--- src/shared/opmode_pkg.sv ---
// Purpose: shared constants and types for the operating-mode selection block
// Assumes: Avalon-MM slave with 32-bit data, word-aligned byte addresses
// Notes:   register map, reset values and settle counts live here
package opmode_pkg;

	localparam int ADDR_W      = 4;
	localparam int DATA_W      = 32;
	localparam int AREA_COUNT  = 8;
	localparam int SYNC_STAGES = 2;

	// byte offsets of the registers
	localparam logic [ADDR_W-1:0] OFFSET_MODE_MONITOR = 4'h0;
	localparam logic [ADDR_W-1:0] OFFSET_AREA_WIDTH   = 4'h4;
	localparam logic [ADDR_W-1:0] OFFSET_MODE_STATUS  = 4'h8;

	// mode_monitor field positions
	localparam int MON_FLASH_BIT = 3;
	localparam int MON_MODE_LSB  = 0;

	// mode_status field positions
	localparam int STAT_VALID_BIT = 0;
	localparam int STAT_ROM_BIT   = 1;
	localparam int STAT_EXT_BIT   = 2;
	localparam int STAT_BUS16_BIT = 3;
	localparam int STAT_MODE_LSB  = 4;

	// reset values
	localparam logic [2:0]  RESET_MODE_LATCH = 3'h0;
	localparam logic [7:0]  RESET_AREA_WIDTH = 8'h00;
	localparam logic [DATA_W-1:0] READ_ZERO  = 32'h0000_0000;

	// mode pin patterns
	localparam logic [2:0] PINS_MODE_4 = 3'h4;
	localparam logic [2:0] PINS_MODE_5 = 3'h5;
	localparam logic [2:0] PINS_MODE_6 = 3'h6;
	localparam logic [2:0] PINS_MODE_7 = 3'h7;

	// settle count reached after reset release before the strap is taken
	localparam logic [1:0] STRAP_SETTLE_CYCLES = 2'h3;

	typedef enum logic [1:0] {
		INIT_SETTLE = 2'b00,
		INIT_LOAD   = 2'b01,
		INIT_RUN    = 2'b10
	} init_state_t;

	typedef struct packed {
		logic              read;
		logic              write;
		logic [ADDR_W-1:0] address;
		logic [DATA_W-1:0] writedata;
	} avalon_req_t;

	typedef struct packed {
		logic              waitrequest;
		logic [DATA_W-1:0] readdata;
	} avalon_rsp_t;

	typedef struct packed {
		logic [2:0] mode;
		logic       modeValid;
		logic       romEnable;
		logic       extendedMode;
		logic       busWidth16;
	} mode_status_t;

endpackage : opmode_pkg

--- src/verilog/pin_sync.sv ---
// Purpose: two-stage synchroniser for a group of pin levels
// Assumes: inputs are asynchronous to clk_sys
// Notes:   first stage is read only by the second stage
`timescale 1ns/1ps
module pin_sync #(
	parameter int WIDTH = 1
) (
	input  wire logic             clk_sys,
	input  wire logic             reset,
	input  wire logic [WIDTH-1:0] pinIn,
	output logic      [WIDTH-1:0] pinSync
);

	logic [WIDTH-1:0] stageOne;
	logic [WIDTH-1:0] next_stageOne;
	logic [WIDTH-1:0] next_pinSync;

	always_comb begin
		next_stageOne = reset ? '0 : pinIn;
		next_pinSync  = reset ? '0 : stageOne;
	end

	always_ff @(posedge clk_sys) begin
		stageOne <= next_stageOne;
		pinSync  <= next_pinSync;
	end

endmodule : pin_sync

--- src/verilog/operating_mode_select.sv ---
// Purpose: decode strapped mode pins, drive memory/bus mode, expose mode monitor
// Assumes: clk_sys 100 MHz, reset synchronous active high is the power-on reset
// Notes:   Avalon-MM slave, one wait cycle per access
//
// Decided for this implementation: register access over Avalon-MM and the placing of the registers.
`timescale 1ns/1ps
module operating_mode_select #(
	parameter int AREAS = opmode_pkg::AREA_COUNT
) (
	input  wire logic                   clk_sys,
	input  wire logic                   reset,
	input  wire logic                   manualReset,
	input  wire logic                   mode_pin_2,
	input  wire logic                   mode_pin_1,
	input  wire logic                   mode_pin_0,
	input  wire logic                   flash_write_enable_level,
	input  wire opmode_pkg::avalon_req_t busReq,
	output opmode_pkg::avalon_rsp_t     busRsp,
	output opmode_pkg::mode_status_t    modeStatus
);

	import opmode_pkg::*;

	// decoded view of a pin pattern
	function automatic logic isValidMode(input logic [2:0] pins);
		isValidMode = pins[2];
	endfunction : isValidMode

	function automatic logic romOn(input logic [2:0] pins);
		romOn = isValidMode(pins) && pins[1];
	endfunction : romOn

	function automatic logic extendedOn(input logic [2:0] pins);
		extendedOn = isValidMode(pins) && (pins != PINS_MODE_7);
	endfunction : extendedOn

	// synchronised pins
	logic [3:0] pinsRaw;
	logic [3:0] pinsSync;
	logic       manualSync;
	logic [2:0] modePinsNow;
	logic       flashNow;

	assign pinsRaw     = {flash_write_enable_level, mode_pin_2, mode_pin_1, mode_pin_0};
	assign modePinsNow = pinsSync[2:0];
	assign flashNow    = pinsSync[3];

	pin_sync #(
		.WIDTH(4)
	) u_pins (
		.clk_sys(clk_sys),
		.reset  (reset),
		.pinIn  (pinsRaw),
		.pinSync(pinsSync)
	);

	pin_sync #(
		.WIDTH(1)
	) u_manual (
		.clk_sys(clk_sys),
		.reset  (reset),
		.pinIn  (manualReset),
		.pinSync(manualSync)
	);

	// strap capture state
	init_state_t       initState;
	init_state_t       next_initState;
	logic [1:0]        settleCount;
	logic [1:0]        next_settleCount;
	logic [2:0]        strapMode;
	logic [2:0]        next_strapMode;

	// per-area access width, one flop per area
	logic [AREAS-1:0]  areaWidth;
	logic [AREAS-1:0]  next_areaWidth;
	logic              areaInit;
	logic              areaWrite;

	// bus slave state
	logic              waitReq;
	logic              next_waitReq;
	logic [DATA_W-1:0] readData;
	logic [DATA_W-1:0] next_readData;

	// monitor latch and decoded outputs
	logic [2:0]        modeLatch;
	logic [2:0]        next_modeLatch;
	mode_status_t      statusReg;
	mode_status_t      next_statusReg;

	// request qualifiers
	logic              requestNow;
	logic              accessNow;
	logic              readNow;
	logic              commitNow;
	logic              writeNow;

	// take on a high waitrequest, commit on the low one
	assign requestNow = busReq.read || busReq.write;
	assign accessNow  = requestNow && waitReq;
	assign readNow    = accessNow && busReq.read;
	assign commitNow  = requestNow && !waitReq;
	assign writeNow   = commitNow && busReq.write;

	// register word builders
	function automatic logic [DATA_W-1:0] monitorWord(
		input logic       flash,
		input logic [2:0] pins
	);
		monitorWord                    = READ_ZERO;
		monitorWord[MON_FLASH_BIT]     = flash;
		monitorWord[MON_MODE_LSB +: 3] = pins;
	endfunction : monitorWord

	function automatic logic [DATA_W-1:0] areaWord(
		input logic [AREAS-1:0] widths
	);
		areaWord            = READ_ZERO;
		areaWord[AREAS-1:0] = widths;
	endfunction : areaWord

	function automatic logic [DATA_W-1:0] statusWord(
		input mode_status_t s
	);
		statusWord                     = READ_ZERO;
		statusWord[STAT_VALID_BIT]     = s.modeValid;
		statusWord[STAT_ROM_BIT]       = s.romEnable;
		statusWord[STAT_EXT_BIT]       = s.extendedMode;
		statusWord[STAT_BUS16_BIT]     = s.busWidth16;
		statusWord[STAT_MODE_LSB +: 3] = s.mode;
	endfunction : statusWord

	// strap capture after reset and after a manual reset
	always_comb begin
		next_initState   = initState;
		next_settleCount = settleCount;
		next_strapMode   = strapMode;
		if (reset) begin
			next_initState   = INIT_SETTLE;
			next_settleCount = '0;
			next_strapMode   = RESET_MODE_LATCH;
		end else begin
			unique case (initState)
				INIT_SETTLE: begin
					next_settleCount = settleCount + 2'h1;
					if (settleCount == STRAP_SETTLE_CYCLES) begin
						next_initState = INIT_LOAD;
					end
				end
				INIT_LOAD: begin
					// pins held constant, so one sample is the mode
					next_strapMode = modePinsNow;
					next_initState = INIT_RUN;
				end
				INIT_RUN: begin
					if (manualSync) begin
						next_initState = INIT_LOAD;
					end
				end
				default: begin
					next_initState = INIT_SETTLE;
				end
			endcase
		end
	end

	always_ff @(posedge clk_sys) begin
		initState   <= next_initState;
		settleCount <= next_settleCount;
		strapMode   <= next_strapMode;
	end

	// area write lands on the edge that answers it
	assign areaInit  = (initState == INIT_LOAD);
	assign areaWrite = writeNow && (initState == INIT_RUN) && !manualSync
		&& (busReq.address == OFFSET_AREA_WIDTH);

	for (genvar g = 0; g < AREAS; g++) begin : g_area
		logic bitNext;

		always_comb begin
			bitNext = areaWidth[g];
			if (reset) begin
				bitNext = RESET_AREA_WIDTH[g];
			end else if (areaInit) begin
				// all areas 16-bit in mode 4, else 8-bit
				bitNext = (modePinsNow == PINS_MODE_4);
			end else if (areaWrite) begin
				bitNext = busReq.writedata[g];
			end
			next_areaWidth[g] = bitNext;
		end

		always_ff @(posedge clk_sys) begin
			areaWidth[g] <= next_areaWidth[g];
		end
	end : g_area

	// one wait cycle, then a single low cycle answers
	always_comb begin
		next_waitReq = 1'b1;
		if (!reset && accessNow) begin
			next_waitReq = 1'b0;
		end
	end

	always_ff @(posedge clk_sys) begin
		waitReq <= next_waitReq;
	end

	// read data, built on the taken edge, held until the next read
	always_comb begin
		next_readData = readData;
		if (reset) begin
			next_readData = READ_ZERO;
		end else if (readNow) begin
			unique case (busReq.address)
				OFFSET_MODE_MONITOR: begin
					next_readData = monitorWord(flashNow, modePinsNow);
				end
				OFFSET_AREA_WIDTH: begin
					next_readData = areaWord(areaWidth);
				end
				OFFSET_MODE_STATUS: begin
					next_readData = statusWord(statusReg);
				end
				default: begin
					next_readData = READ_ZERO;
				end
			endcase
		end
	end

	always_ff @(posedge clk_sys) begin
		readData <= next_readData;
	end

	// monitor latch, cleared only by power-on reset
	// writes to the monitor are ignored
	always_comb begin
		next_modeLatch = modeLatch;
		if (reset) begin
			next_modeLatch = RESET_MODE_LATCH;
		end else if (readNow && busReq.address == OFFSET_MODE_MONITOR) begin
			next_modeLatch = modePinsNow;
		end
	end

	always_ff @(posedge clk_sys) begin
		modeLatch <= next_modeLatch;
	end

	// decoded outputs once the strap is taken
	always_comb begin
		next_statusReg = '0;
		if (!reset && initState == INIT_RUN) begin
			next_statusReg.mode         = isValidMode(strapMode) ? strapMode : 3'h0;
			next_statusReg.modeValid    = isValidMode(strapMode);
			next_statusReg.romEnable    = romOn(strapMode);
			next_statusReg.extendedMode = extendedOn(strapMode);
			// any 16-bit area widens the bus, mode 7 and invalid patterns have none
			next_statusReg.busWidth16   = extendedOn(strapMode) && (|areaWidth);
		end
	end

	always_ff @(posedge clk_sys) begin
		statusReg <= next_statusReg;
	end

	// outputs straight from flops
	assign busRsp.waitrequest = waitReq;
	assign busRsp.readdata    = readData;
	assign modeStatus         = statusReg;

endmodule : operating_mode_select

--- config.mk ---
export PLATFORM = sky130hd
export DESIGN_NAME = operating_mode_select
export DESIGN_NICKNAME = d
export VERILOG_FILES = /design/src/shared/opmode_pkg.sv /design/src/verilog/pin_sync.sv /design/src/verilog/operating_mode_select.sv
export SDC_FILE = /design/constraint.sdc
export NUM_CORES = 1
export LEC_CHECK = 0
export BUFFER_PORTS_ARGS = -buffer_cell sky130_fd_sc_hd__buf_2
export CORE_MARGIN = 2
export CORE_UTILIZATION = 42
export CTS_CLUSTER_DIAMETER = 100
export DETAILED_ROUTE_END_ITERATION = 7
export GPL_TIMING_DRIVEN = 0
export MAX_ROUTING_LAYER = met4
export PLACE_DENSITY = 0.86
export REMOVE_ABC_BUFFERS = 1
export SETUP_SLACK_MARGIN = 0.3
export SKIP_LAST_GASP = 1
export SYNTH_ARGS = -nofsm -noshare
export SYNTH_HDL_FRONTEND = slang
export SYNTH_HIERARCHICAL = 1
export SYNTH_SLANG_ARGS = --single-unit
--- constraint.sdc ---
create_clock -name clk_sys -period 1.4 [get_ports clk_sys]
set_clock_uncertainty 0.2 [all_clocks]
set_input_delay 0.21 -clock clk_sys [delete_from_list [all_inputs] [get_ports clk_sys]]
set_output_delay 0.21 -clock clk_sys [all_outputs]
set_load 0.05 [all_outputs]
==> out/qor.yml <==
worst_setup_path:
  start_kind: "flip-flop"
  crit_chain: "or4b_4 > nor4_4 > nor3_1"
  worstPathRequired_ns: 1.37
  slowest_delay_ns: 0.60
  cp.buffers_inverters: 0
  endpoint_kind: "flip-flop"
  cp_max_fo: 8
  crit_slowest_cell: "or4b_4"
  r2r_setup_slack_ns: -0.15
  worstPathArrival_ns: 1.52
  cp_top_family: "simple AND/OR/NAND/NOR gates"
  path_class: "flip-flop to flip-flop"
power_and_ir_drop:
  seq_power_share_pct: 51.0
  switching_share_pct: 30.09
  ir_drop_v: 0.0005168
  p_per_area_nw_per_um2: 959.4
  p_leak_nw: 1.038
  p_clk_share_pct: 29.3
  p_int_mw: 1.688
  power_switching_mw: 0.7265
  power.total_mw: 2.414
  combPwrFrac_pct: 19.8
yosys:
  syn_inst: 185
  ys_ff_latch: 40
  synth.distinct_cells: 39
  yosysWarnings: 6
  syn_area_sq_um: 1861
  synthFlopType: "dfxtp_1"
  synth_edf_count: 0
  yosysSeqAreaShare_pct: 43.04
  avgSynthCellArea_sq_um: 10.06
  synth-async-reset-ratio_pct: 0
floorplan:
  io_pins: 85
  rows: 24
  coreArea_sq_um: 4324
  start_util_pct: 43.03
  die_x_um: 70.56
  fp.dieArea_sq_um: 4978
  die_h_um: 70.56
cells_and_area:
  layout.nets: 284
  drive_above_1_share_pct: 45.38
  area_growth_syn_to_layout_pct: 35.24
  antenna_cells: 0
  instances_no_fill: 290
  fillers: 350
drt:
  drc: 0
  dr.pass1.iters: 4
  vias_per_cell: 5.010
  antenna_left: 0
  drt_iter0_markers: 87
  drt-total-wl_um: 3989
  vias: 1453
  post_drt_wl_per_cell_um: 13.76
global_route:
  grt_pass1_wl_um: 6382
  overflow: 0
  track_usage_pct: 16.75
  grt_antenna_before_repair: 0
  grt_pass1_vias: 1397
  grt_max_degree: 25
clocking:
  worst_skew_pair.late_latency_ns: 0.29
  cts_root_buffer: "clkbuf_8"
  cts_hold_buf: 7
  clk_pin_slew_ns: 0.07
  clock_sinks: 40
  ctsLongestPathBuffers: 2
  htreeDepth: 2
  numCtsBuffers: 5
  cts_tree: "yes"
sta:
  setup_viol_count_final: 14
  setup_slack_ns: -0.1477
  tns_ns: -1.022
  finalCritPeriodShare_pct: 110.6
  hold_violations: 2
  tightest_slew_ns: 0.6227
  rsz0062_at_grt: "true"
  period_needed_ns: 1.548
  timing.slew.headroom_pct: 58.49
  max_freq_mhz: 646.1
  hold_ws_ns: -0.006676
  slew_violations: 0
placement:
  dp.cells: 261
  port_buffers: 36
  dp_hpwl_um: 2453
  gp_congestion: 0.8323
status:
  status: "finished with violations"
  violations: "hold timing, setup timing"
worst_hold_path:
  hp-class: "input pin to flip-flop"
flow_run:
  cap_viol_max_count: 0
worst register-to-register path: cells and delay by family (launching register included):
kind	cells	cell delay, ns
simple gates	3	0.89
flops	1	0.35
path summary, 6_finish.rpt:
check,from,endpoint,cells after the start
max,waitReq$_DFF_P_,areaWidth[0]$_SDFFE_PP0P_,3
min,busReq[2],areaWidth[2]$_SDFFE_PP0P_,3
max reg2reg,waitReq$_DFF_P_,areaWidth[0]$_SDFFE_PP0P_,3
min reg2reg,u_pins/stageOne[3]$_SDFF_PP0_,u_pins/pinSync[3]$_SDFF_PP0_,1
registers in the layout, summed over array words and instances, names as in the netlist:
register and count:
u_manual/pinSync 1, waitReq 1, strapMode 3, modeStatus 6, u_pins/pinSync 4, settleCount 2
u_pins/stageOne 4, u_manual/stageOne 1, areaWidth 8, readData 8, initState 2
timing repair:
action,4_1_cts,5_1_grt
hold endpoints to repair,8,1
resized for setup,80,26
gates cloned,1,0
setup buffers,9,5
pin swaps,8,9
setup endpoints to repair,41,45
area by class of cell:
class	count	area, sq um	area share, %
clock buffers	6	72.57	2.884
inverters	1	3.754	0.1492
clock inverters	1	5.005	0.1989
multi-input cells	133	1011	40.18
well taps	52	65.06	2.586
flip-flops and latches	40	833.3	33.12
repair buffers	57	525.5	20.89
per-layer routing:
layer	vias up	part of all wire (%)	global-route usage (%)
met5	-	0	-
met2	53	53	27.99
met3	11	5.6	5.983
met4	0	2.1	5.241
met1	670	40	18.83
li1	719	-	-
placed cells by master (no fill, tap or decap), drive strengths merged, types with 3 or more instances in the layout:
cell,Yosys,final
buf,33,50
dfxtp,40,40
conb,1,24
nand2,13,13
nor2b,12,12
a21oi,10,10
nor4,10,10
nor3,9,9
a311oi,8,8
and3b,6,6
dlygate4sd3,0,6
clkbuf,2,6
o21ai,5,5
mux2i,5,5
o2bb2ai,4,4
a22o,4,4
and2,3,3
through the flow:
| stage | area (sq um) | setup WS (ns) | hold WS, ns | utilization [%] |
|---|---|---|---|---|
| 2_1_floorplan | 1698 | -0.3349 | 0.07907 | - |
| 3_3_place_gp | 1943 | -0.3085 | 0.2161 | 44.94 |
| 3_5_place_dp | 1943 | -0.3706 | 0.2204 | 44.94 |
| 4_1_cts | 2391 | -0.1349 | -0.007703 | 55.30 |
| 5_1_grt | 2516 | -0.2107 | -0.004253 | 58.19 |
| 6_report | 2516 | -0.1477 | -0.006676 | 58.19 |
power groups by stage:
stage / Combinational (mW) / Clock, mW / Sequential [mW]
5_1_grt: 0.513 / 0.782 / 1.24
6_report: 0.478 / 0.706 / 1.23
3_5_place_dp: 0.372 / 0 / 1.26
3_3_place_gp: 0.363 / 0 / 1.25
2_1_floorplan: 0.280 / 0 / 1.25
4_1_cts: 0.429 / 0.722 / 1.22
cell families after synthesis:
kind of cell | after synthesis | synth area share (%)
compound gates | 34 | 12.78
xor+xnor | 1 | 0.4708
fa+ha+maj | 1 | 0.6724
buf+inv | 36 | 13.58
flops | 40 | 43.04
mux | 5 | 2.690
other cells | 1 | 0.2016
simple gates | 67 | 26.56
synthesized netlist by cell type, types with 5 or more instances:
| library cell | count | share of area, % |
|---|---|---|
| dfxtp_1 | 40 | 43 |
| buf_4 | 26 | 10 |
| nand2_1 | 13 | 2.6 |
| nor2b_1 | 12 | 4.0 |
| a21oi_1 | 10 | 2.7 |
| nor3_1 | 9 | 2.4 |
| a311oi_1 | 8 | 3.8 |
| nor4_2 | 7 | 4.7 |
| and3b_1 | 6 | 2.8 |
| mux2i_1 | 5 | 2.7 |
Power figures use the tool's default switching activity.
